===== src/logic/mcst_pkg.sv =====
// Constants, states and pin groups for the module control and status block
package mcst_pkg;
	localparam int CLK_PERIOD_NS = 100;
	localparam int NS_PER_US = 1000;
	localparam int NS_PER_MS = 1000000;

	// Printed times, each in its own unit
	localparam int T_OFF_US = 10;
	localparam int T_ON_MS = 2;
	localparam int T_INIT_MS = 300;
	localparam int T_INT_ON_MS = 200;
	localparam int T_INT_OFF_US = 500;
	localparam int T_PD_ON_US = 100;
	localparam int T_PD_OFF_MS = 300;
	localparam int T_RST_MIN_US = 10;
	localparam int T_NR_ON_MS = 1;
	localparam int T_NR_OFF_MS = 1;
	localparam int T_DESEL_MS = 2;
	localparam int T_SEL_MS = 2;
	localparam int T_LOS_ON_US = 100;
	localparam int T_LOS_OFF_MIN_NS = 2300;
	localparam int T_LOS_OFF_MAX_US = 100;
	localparam int F_MGMT_MAX_KHZ = 400;

	// Longest times round down, least times round up
	localparam int T_OFF_CYC = T_OFF_US * NS_PER_US / CLK_PERIOD_NS;
	localparam int T_ON_CYC = T_ON_MS * NS_PER_MS / CLK_PERIOD_NS;
	localparam int T_INIT_CYC = T_INIT_MS * NS_PER_MS / CLK_PERIOD_NS;
	localparam int T_INT_ON_CYC = T_INT_ON_MS * NS_PER_MS / CLK_PERIOD_NS;
	localparam int T_INT_OFF_CYC = T_INT_OFF_US * NS_PER_US / CLK_PERIOD_NS;
	localparam int T_PD_ON_CYC = T_PD_ON_US * NS_PER_US / CLK_PERIOD_NS;
	localparam int T_PD_OFF_CYC = T_PD_OFF_MS * NS_PER_MS / CLK_PERIOD_NS;
	localparam int T_RST_MIN_CYC =
		(T_RST_MIN_US * NS_PER_US + CLK_PERIOD_NS - 1) / CLK_PERIOD_NS;
	localparam int T_NR_ON_CYC = T_NR_ON_MS * NS_PER_MS / CLK_PERIOD_NS;
	localparam int T_NR_OFF_CYC = T_NR_OFF_MS * NS_PER_MS / CLK_PERIOD_NS;
	localparam int T_DESEL_CYC = T_DESEL_MS * NS_PER_MS / CLK_PERIOD_NS;
	localparam int T_SEL_CYC = T_SEL_MS * NS_PER_MS / CLK_PERIOD_NS;
	localparam int T_LOS_ON_CYC = T_LOS_ON_US * NS_PER_US / CLK_PERIOD_NS;
	localparam int T_LOS_OFF_MIN_CYC =
		(T_LOS_OFF_MIN_NS + CLK_PERIOD_NS - 1) / CLK_PERIOD_NS;
	localparam int T_LOS_OFF_MAX_CYC =
		T_LOS_OFF_MAX_US * NS_PER_US / CLK_PERIOD_NS;

	// Filter settings and init count slack used by the block
	localparam int TX_ON_DLY_CYC = 1000;
	localparam int TX_OFF_DLY_CYC = 1;
	localparam int LOS_ON_DLY_CYC = 1;
	localparam int LOS_OFF_DLY_CYC = T_LOS_OFF_MIN_CYC + 1;
	localparam int INIT_EDGE_SLACK = 3;

	// Reset values
	localparam logic LASER_RST = 1'b0;
	localparam logic LOS_RST = 1'b1;

	typedef enum logic [1:0] {
		MCST_OFF = 2'b00,
		MCST_INIT = 2'b01,
		MCST_READY = 2'b11,
		MCST_PDOWN = 2'b10
	} mcst_state_e;

	typedef struct packed {
		logic transmit_disable_in;
		logic module_deselect_in;
		logic power_down_in;
	} mcst_host_s;
endpackage : mcst_pkg


===== src/logic/mcst_filter.sv =====
// Level filter with separate settle counts for rising and falling input
`timescale 1ns/1ns
module mcst_filter #(
	parameter int RISE = 1,
	parameter int FALL = 1,
	parameter logic RST_VAL = 1'b0
) (
	input wire logic ref_clk,
	input wire logic rst,
	input wire logic lvl_in,
	output logic lvl_out
);
	localparam int MX = (RISE > FALL) ? RISE : FALL;
	localparam int CW = $clog2(MX + 1);

	logic [CW-1:0] cnt_reg;
	logic [CW-1:0] lim;

	// Output moves only after the input held the new level long enough
	assign lim = lvl_out ? CW'(FALL - 1) : CW'(RISE - 1);

	always_ff @(posedge ref_clk or posedge rst) begin
		if (rst) begin
			cnt_reg <= '0;
		end else if (lvl_in == lvl_out || cnt_reg == lim) begin
			cnt_reg <= '0;
		end else begin
			cnt_reg <= cnt_reg + CW'(1);
		end
	end

	always_ff @(posedge ref_clk or posedge rst) begin
		if (rst) begin
			lvl_out <= RST_VAL;
		end else if (lvl_in != lvl_out && cnt_reg == lim) begin
			lvl_out <= lvl_in;
		end
	end
endmodule : mcst_filter


===== src/logic/mcst_top.sv =====
// Low-speed control and status timing of the pluggable optical module
`timescale 1ns/1ns
module mcst_top #(
	parameter int INIT_CYC = mcst_pkg::T_INIT_CYC,
	parameter int TX_ON_CYC = mcst_pkg::TX_ON_DLY_CYC,
	parameter int TX_ON_MAX_CYC = mcst_pkg::T_ON_CYC
) (
	input wire logic ref_clk,
	input wire logic rst,
	input wire mcst_pkg::mcst_host_s host,
	input wire logic supply_good_in,
	input wire logic fault_in,
	input wire logic signal_present_in,
	input wire logic int_event_in,
	input wire logic flag_read_in,
	output logic laser_on_out,
	output logic module_not_ready_out,
	output logic transmit_not_ready_out,
	output logic receive_signal_lost_out,
	output logic interrupt_out,
	output logic int_flag_out,
	output logic mgmt_enable_out,
	output logic powered_down_out
);
	import mcst_pkg::*;

	localparam int IW = $clog2(INIT_CYC + 1);
	localparam int PW = $clog2(T_RST_MIN_CYC + 1);
	localparam int OW = $clog2(TX_ON_MAX_CYC + 2);

	mcst_state_e state_reg;
	logic [IW-1:0] init_cnt_reg;
	logic [PW-1:0] pd_cnt_reg;
	logic resume_reg;
	logic laser_req;
	logic pd_long;
	logic init_done;

	// Entry edge already saw the request, so the count lags one sample
	assign pd_long = (pd_cnt_reg == PW'(T_RST_MIN_CYC - 1));
	assign init_done = (init_cnt_reg == IW'(INIT_CYC - INIT_EDGE_SLACK));

	always_ff @(posedge ref_clk or posedge rst) begin
		if (rst) begin
			state_reg <= MCST_OFF;
		end else begin
			unique case (state_reg)
				MCST_OFF: begin
					if (supply_good_in && !host.power_down_in) begin
						state_reg <= MCST_INIT;
					end
				end
				MCST_INIT: begin
					if (!supply_good_in) begin
						state_reg <= MCST_OFF;
					end else if (host.power_down_in) begin
						state_reg <= MCST_PDOWN;
					end else if (init_done) begin
						state_reg <= MCST_READY;
					end
				end
				MCST_READY: begin
					if (!supply_good_in) begin
						state_reg <= MCST_OFF;
					end else if (host.power_down_in) begin
						state_reg <= MCST_PDOWN;
					end
				end
				MCST_PDOWN: begin
					if (!supply_good_in) begin
						state_reg <= MCST_OFF;
					end else if (!host.power_down_in) begin
						state_reg <= (pd_long || !resume_reg) ?
							MCST_INIT : MCST_READY;
					end
				end
			endcase
		end
	end

	always_ff @(posedge ref_clk or posedge rst) begin
		if (rst) begin
			init_cnt_reg <= '0;
		end else if (state_reg == MCST_INIT && !init_done) begin
			init_cnt_reg <= init_cnt_reg + IW'(1);
		end else begin
			init_cnt_reg <= '0;
		end
	end

	always_ff @(posedge ref_clk or posedge rst) begin
		if (rst) begin
			pd_cnt_reg <= '0;
		end else if (state_reg != MCST_PDOWN) begin
			pd_cnt_reg <= '0;
		end else if (host.power_down_in && !pd_long) begin
			pd_cnt_reg <= pd_cnt_reg + PW'(1);
		end
	end

	// A glitch during init must still finish the init, so remember origin
	always_ff @(posedge ref_clk or posedge rst) begin
		if (rst) begin
			resume_reg <= 1'b0;
		end else if (state_reg != MCST_PDOWN) begin
			resume_reg <= (state_reg == MCST_READY);
		end
	end

	always_ff @(posedge ref_clk or posedge rst) begin
		if (rst) begin
			powered_down_out <= 1'b1;
		end else begin
			powered_down_out <= (state_reg == MCST_PDOWN) ||
				(state_reg == MCST_OFF);
		end
	end

	always_ff @(posedge ref_clk or posedge rst) begin
		if (rst) begin
			module_not_ready_out <= 1'b1;
		end else begin
			module_not_ready_out <= fault_in || (state_reg != MCST_READY);
		end
	end

	always_ff @(posedge ref_clk or posedge rst) begin
		if (rst) begin
			transmit_not_ready_out <= 1'b0;
		end else begin
			transmit_not_ready_out <= fault_in;
		end
	end

	assign laser_req = !host.transmit_disable_in && !fault_in &&
		(state_reg == MCST_READY);

	// Turn-on waits for bias to settle; turn-off is immediate for safety
	// Delayed turn-on
	mcst_filter #(
		.RISE(TX_ON_CYC),
		.FALL(TX_OFF_DLY_CYC),
		.RST_VAL(LASER_RST)
	) u_laser (
		.ref_clk(ref_clk),
		.rst(rst),
		.lvl_in(laser_req),
		.lvl_out(laser_on_out)
	);

	mcst_filter #(
		.RISE(LOS_ON_DLY_CYC),
		.FALL(LOS_OFF_DLY_CYC),
		.RST_VAL(LOS_RST)
	) u_los (
		.ref_clk(ref_clk),
		.rst(rst),
		.lvl_in(!signal_present_in),
		.lvl_out(receive_signal_lost_out)
	);

	always_ff @(posedge ref_clk or posedge rst) begin
		if (rst) begin
			int_flag_out <= 1'b0;
		end else if (int_event_in) begin
			int_flag_out <= 1'b1;
		end else if (flag_read_in) begin
			int_flag_out <= 1'b0;
		end
	end

	always_ff @(posedge ref_clk or posedge rst) begin
		if (rst) begin
			interrupt_out <= 1'b0;
		end else begin
			interrupt_out <= int_flag_out;
		end
	end

	always_ff @(posedge ref_clk or posedge rst) begin
		if (rst) begin
			mgmt_enable_out <= 1'b0;
		end else begin
			// No clock timeout; any slow rate accepted
			mgmt_enable_out <= !host.module_deselect_in &&
				(state_reg != MCST_OFF) && (state_reg != MCST_PDOWN);
		end
	end

	// Helper: cycles laser is requested but still dark
	logic [OW-1:0] on_wait_reg;
	always_ff @(posedge ref_clk or posedge rst) begin
		if (rst) begin
			on_wait_reg <= '0;
		end else if (!laser_req || laser_on_out) begin
			on_wait_reg <= '0;
		end else if (on_wait_reg != OW'(TX_ON_MAX_CYC + 1)) begin
			on_wait_reg <= on_wait_reg + OW'(1);
		end
	end

	property p_tx_off;
		@(posedge ref_clk) disable iff (rst)
		host.transmit_disable_in |=> !laser_on_out;
	endproperty
	a_tx_off: assert property (p_tx_off)
		else $error("Laser still on after disable");

	property p_tx_on;
		@(posedge ref_clk) disable iff (rst)
		on_wait_reg <= OW'(TX_ON_MAX_CYC);
	endproperty
	a_tx_on: assert property (p_tx_on)
		else $error("Laser turn-on too slow");

	property p_init_len;
		@(posedge ref_clk) disable iff (rst)
		(state_reg == MCST_INIT) |-> init_cnt_reg < IW'(INIT_CYC);
	endproperty
	a_init_len: assert property (p_init_len)
		else $error("Initialization overran");

	property p_int_on;
		@(posedge ref_clk) disable iff (rst)
		int_event_in |-> ##2 interrupt_out;
	endproperty
	a_int_on: assert property (p_int_on)
		else $error("Interrupt not raised");

	property p_int_off;
		@(posedge ref_clk) disable iff (rst)
		flag_read_in && !int_event_in |=> !int_flag_out ##1 !interrupt_out;
	endproperty
	a_int_off: assert property (p_int_off)
		else $error("Interrupt not cleared on read");

	property p_pd_on;
		@(posedge ref_clk) disable iff (rst)
		host.power_down_in |-> ##2 powered_down_out;
	endproperty
	a_pd_on: assert property (p_pd_on)
		else $error("Power-down not entered");

	property p_fault_nr;
		@(posedge ref_clk) disable iff (rst)
		fault_in |=> module_not_ready_out && transmit_not_ready_out;
	endproperty
	a_fault_nr: assert property (p_fault_nr)
		else $error("Not-ready missed fault");

	property p_nr_off;
		@(posedge ref_clk) disable iff (rst)
		!fault_in && state_reg == MCST_READY |=> !module_not_ready_out &&
			!transmit_not_ready_out;
	endproperty
	a_nr_off: assert property (p_nr_off)
		else $error("Not-ready held after recovery");

	property p_sel;
		@(posedge ref_clk) disable iff (rst)
		!host.module_deselect_in && state_reg == MCST_READY |=>
			mgmt_enable_out;
	endproperty
	a_sel: assert property (p_sel)
		else $error("Management not restored");

	property p_nr_hold;
		@(posedge ref_clk) disable iff (rst)
		(state_reg != MCST_READY) |=> module_not_ready_out;
	endproperty
	a_nr_hold: assert property (p_nr_hold)
		else $error("Not-ready released early");

	property p_desel;
		@(posedge ref_clk) disable iff (rst)
		host.module_deselect_in |=> !mgmt_enable_out;
	endproperty
	a_desel: assert property (p_desel)
		else $error("Management active while deselected");

	property p_los_on;
		@(posedge ref_clk) disable iff (rst)
		!signal_present_in |=> receive_signal_lost_out;
	endproperty
	a_los_on: assert property (p_los_on)
		else $error("Loss of signal not flagged");

	property p_los_min;
		@(posedge ref_clk) disable iff (rst)
		$fell(receive_signal_lost_out) |->
			$past(signal_present_in, 23) && $past(signal_present_in, 1);
	endproperty
	a_los_min: assert property (p_los_min)
		else $error("Loss flag dropped too soon");

	property p_los_max;
		@(posedge ref_clk) disable iff (rst)
		signal_present_in [*8] ##1 signal_present_in [*8]
			##1 signal_present_in [*8] |-> ##[0:2] !receive_signal_lost_out;
	endproperty
	a_los_max: assert property (p_los_max)
		else $error("Loss flag held too long");
endmodule : mcst_top


===== config.mk =====
export PLATFORM = sky130hd
export DESIGN_NAME = mcst_top
export DESIGN_NICKNAME = d
export VERILOG_FILES = /design/src/logic/mcst_pkg.sv /design/src/logic/mcst_filter.sv /design/src/logic/mcst_top.sv
export SDC_FILE = /design/constraint.sdc
export NUM_CORES = 1
export LEC_CHECK = 0
export BUFFER_PORTS_ARGS = -buffer_cell sky130_fd_sc_hd__buf_2
export CELL_PAD_IN_SITES_DETAIL_PLACEMENT = 0
export CELL_PAD_IN_SITES_GLOBAL_PLACEMENT = 2
export CORE_MARGIN = 5
export CORE_UTILIZATION = 42
export CTS_BUF_LIST = sky130_fd_sc_hd__clkbuf_16
export DETAILED_ROUTE_END_ITERATION = 10
export GPL_ROUTABILITY_DRIVEN = 0
export PLACE_DENSITY_LB_ADDON = 0.25
export SYNTH_ARGS = -nofsm -noshare
export SYNTH_HDL_FRONTEND = slang
export SYNTH_SLANG_ARGS = --single-unit

===== constraint.sdc =====
create_clock -name ref_clk -period 5.4 [get_ports ref_clk]
set_input_delay 0.54 -clock ref_clk [delete_from_list [all_inputs] [get_ports ref_clk]]
set_output_delay 0.54 -clock ref_clk [all_outputs]
set_load 0.005 [all_outputs]

==> out/metrics.cfg <==
[run_status]
outcome=finished clean

[worst_setup_path]
cp.required_ps=5540
r2r_setup_slack_ps=3180
r2r_start=init_cnt_reg[1]$_DFF_PP0_
crit_path_end=init_cnt_reg[3]$_DFF_PP0_
worstSetupPathType=reg -> reg
critPathBufInv=1
critical-path-slowest-cell=a311o_1
path_max_fanout=22
path_cells=inv_1 -> ha_1 -> nor4b_1 -> and4b_1 -> a311o_1 -> nor2_1
cp-end-kind=flop
cpPeakStageDelay_ps=750
cp.depth=6
cp-start-kind=flop
cp_data_arrival_time_ps=2350
startpoint=init_cnt_reg[1]$_DFF_PP0_
reg2reg_depth=6
cp_top_family=compound AO/OA/AOI/OAI gates
r2r-end=init_cnt_reg[3]$_DFF_PP0_

[floorplan]
die_y_um=89.0
pin_count=18
fp.dieW_um=89.0
start_util=0.438
core_area_mm2=0.00599
rows=28
dieArea_mm2=0.00793

[synthesis]
yosys_warnings=0
synth_ff_type=dfrtp_1
synth_common_cells=52 x dfrtp_1, 37 x nor2_1, 16 x nand2_1
synth_nets=271
synth.avg_cell_area_um2=10.2
synth_cell_types=46
ys_ff_latch=55
yosysSeqAreaShare=0.526
synth_edf_count=0
ys_top_cells_by_area=dfrtp_1 50%, nor2_1 5.3%, xor2_1 5.0%
async_flop_share=1.00
synth_top_area_share=0.496
syn-cell-area_mm2=0.00262
yosysMostFrequentCell=dfrtp_1
synth_area_leader_cell=dfrtp_1
syn_inst=256

[clocking]
cts_resized=0
postCtsSetupBuffers=0
htree_num_levels=2
clk_pin_slew_ps=70
ctsHoldBuffers=0
cts_tree=built
numClockSinks=55
numCtsBuffers=5
cts_buffer_depth=2
clockRootBuffer=clkbuf_16
clkLatencyLatePin_ps=290

[route]
drt-pass1-iter-count=4
drtAntennaViolNets=0
via_per_inst=5.29
drtIter0Drc=33
vias=1866
post-route-drc-count=0
finalWirelength_um=4960
post_drt_wl_per_cell_um=14.0

[power_and_ir_drop]
power_mw=0.767
peakVddDrop_uv=172
p_per_area_mw_per_mm2=261
p_leak_nw=1.24

[timing]
worstMarginPinSlew_ps=865
finalClockSkew_ps=4.87
min_period_ps=2220
drv_slew=0
hold_violations=0
final-setup-viol-count=0
fin_setup_tns_ps=0
grt_setup_unrepaired=false
slew_headroom=0.423
timing.fmax_mhz=451
post-route-period-util=0.411

[placement]
dpl_cell_area_mm2=0.00279
portBuffers=17
hpwl_um=3350

[final_layout]
final_net_count=292
ff_latch_area_mm2=0.00138
largest_register_ffs=22
postLayoutCellArea_mm2=0.00294
multi_input_area_mm2=0.00119
area_delta_synth_final_pct=12.0
fillCellCount=562
drive_gt1_frac=0.133
num_antenna_cells=0

[grt]
grt_use_met3=0.0295
grt_pass1_wl_um=8770
grtUsageTotal=0.138
grt_pass1_vias=1906
use_met2=0.221
grt_antenna_before_repair=0
use_met1=0.188
grt_max_degree=56
grt_busiest_layer=met2
overflow=0

[run]
max_cap_viol_count=0

[min_path]
worstHoldPathType=in -> reg

## kinds of logic after synthesis
logic type / Yosys count / share of synthesized area
multiplexers: 2 / 0.00811
AND/OR/NAND/NOR: 119 / 0.247
AO/OA/AOI/OAI: 33 / 0.0796
XOR/XNOR: 29 / 0.0968
flip-flops: 55 / 0.526
buffers and inverters: 13 / 0.0191
adder cells (fa/ha/maj): 5 / 0.0238
## layout make-up
type | count | area share
flip-flops and latches | 55 | 0.470
multi-input cells | 188 | 0.406
clock buffers | 5 | 0.0426
well taps | 75 | 0.0319
repair buffers | 18 | 0.0315
inverters | 9 | 0.0115
clock inverters | 3 | 0.00681
## worst register-to-register path: cells and delay by family (launching register included)
| kind | cells | cell delay, ps |
|---|---|---|
| and+or+nand+nor | 3 | 700 |
| AOI/OAI and AO/OA | 1 | 750 |
| adders and majority gates | 1 | 130 |
| buffers and inverters | 1 | 70 |
| DFF | 1 | 420 |
## worst min-delay path by stage
stage,startpoint,to,slack [ps],cells after the start
CTS,fault_in,transmit_not_ready_out$_DFF_PP0_,370,1
detailed placement,int_flag_out$_DFFE_PP0P_,interrupt_out$_DFF_PP0_,400,0
global route,fault_in,transmit_not_ready_out$_DFF_PP0_,380,1
floorplan,int_flag_out$_DFFE_PP0P_,interrupt_out$_DFF_PP0_,400,0
global placement,int_flag_out$_DFFE_PP0P_,interrupt_out$_DFF_PP0_,390,0
finish,fault_in,transmit_not_ready_out$_DFF_PP0_,380,1
## per-layer routing
metal,vias up,share of wire
met3,4,0.028
met2,19,0.45
met1,893,0.51
met5,-,0
met4,0,0.0069
li1,950,-
## placed cells by master, fill, tap and decap left out, drive strengths merged, types with 2 or more instances in the layout
master	n
and3b	3
o31ai	2
nor3b	2
or4	4
o21ai	13
a21oi	9
nand2	16
xor2	15
nand4	9
xnor2	14
or3	6
ha	5
dfrtp	52
nand2b	2
buf	18
and3	3
nor2	37
nand4b	2
nor4	5
a211oi	2
nand3	15
nor3	6
clkbuf	5
dfstp	3
o21a	2
inv	9
clkinvlp	2
and4	2
## stage by stage
step / std cells / utilization / setup slack (ps) / hold WS, ps
2_1_floorplan: 256 / - / 3520 / 396
3_3_place_gp: 345 / 0.466 / 3240 / 391
3_5_place_dp: 345 / 0.466 / 3220 / 401
4_1_cts: 353 / 0.491 / 3180 / 374
5_1_grt: 353 / 0.491 / 2950 / 378
6_report: 353 / 0.491 / 3180 / 382
## power breakdown
group	total, mW	leakage, nW	switching (mW)	internal (mW)
registers	0.422	0.744	0.00502	0.417
clock network	0.316	0.0658	0.145	0.171
logic	0.0289	0.432	0.0191	0.00971
(Power assumes the default switching activity.)
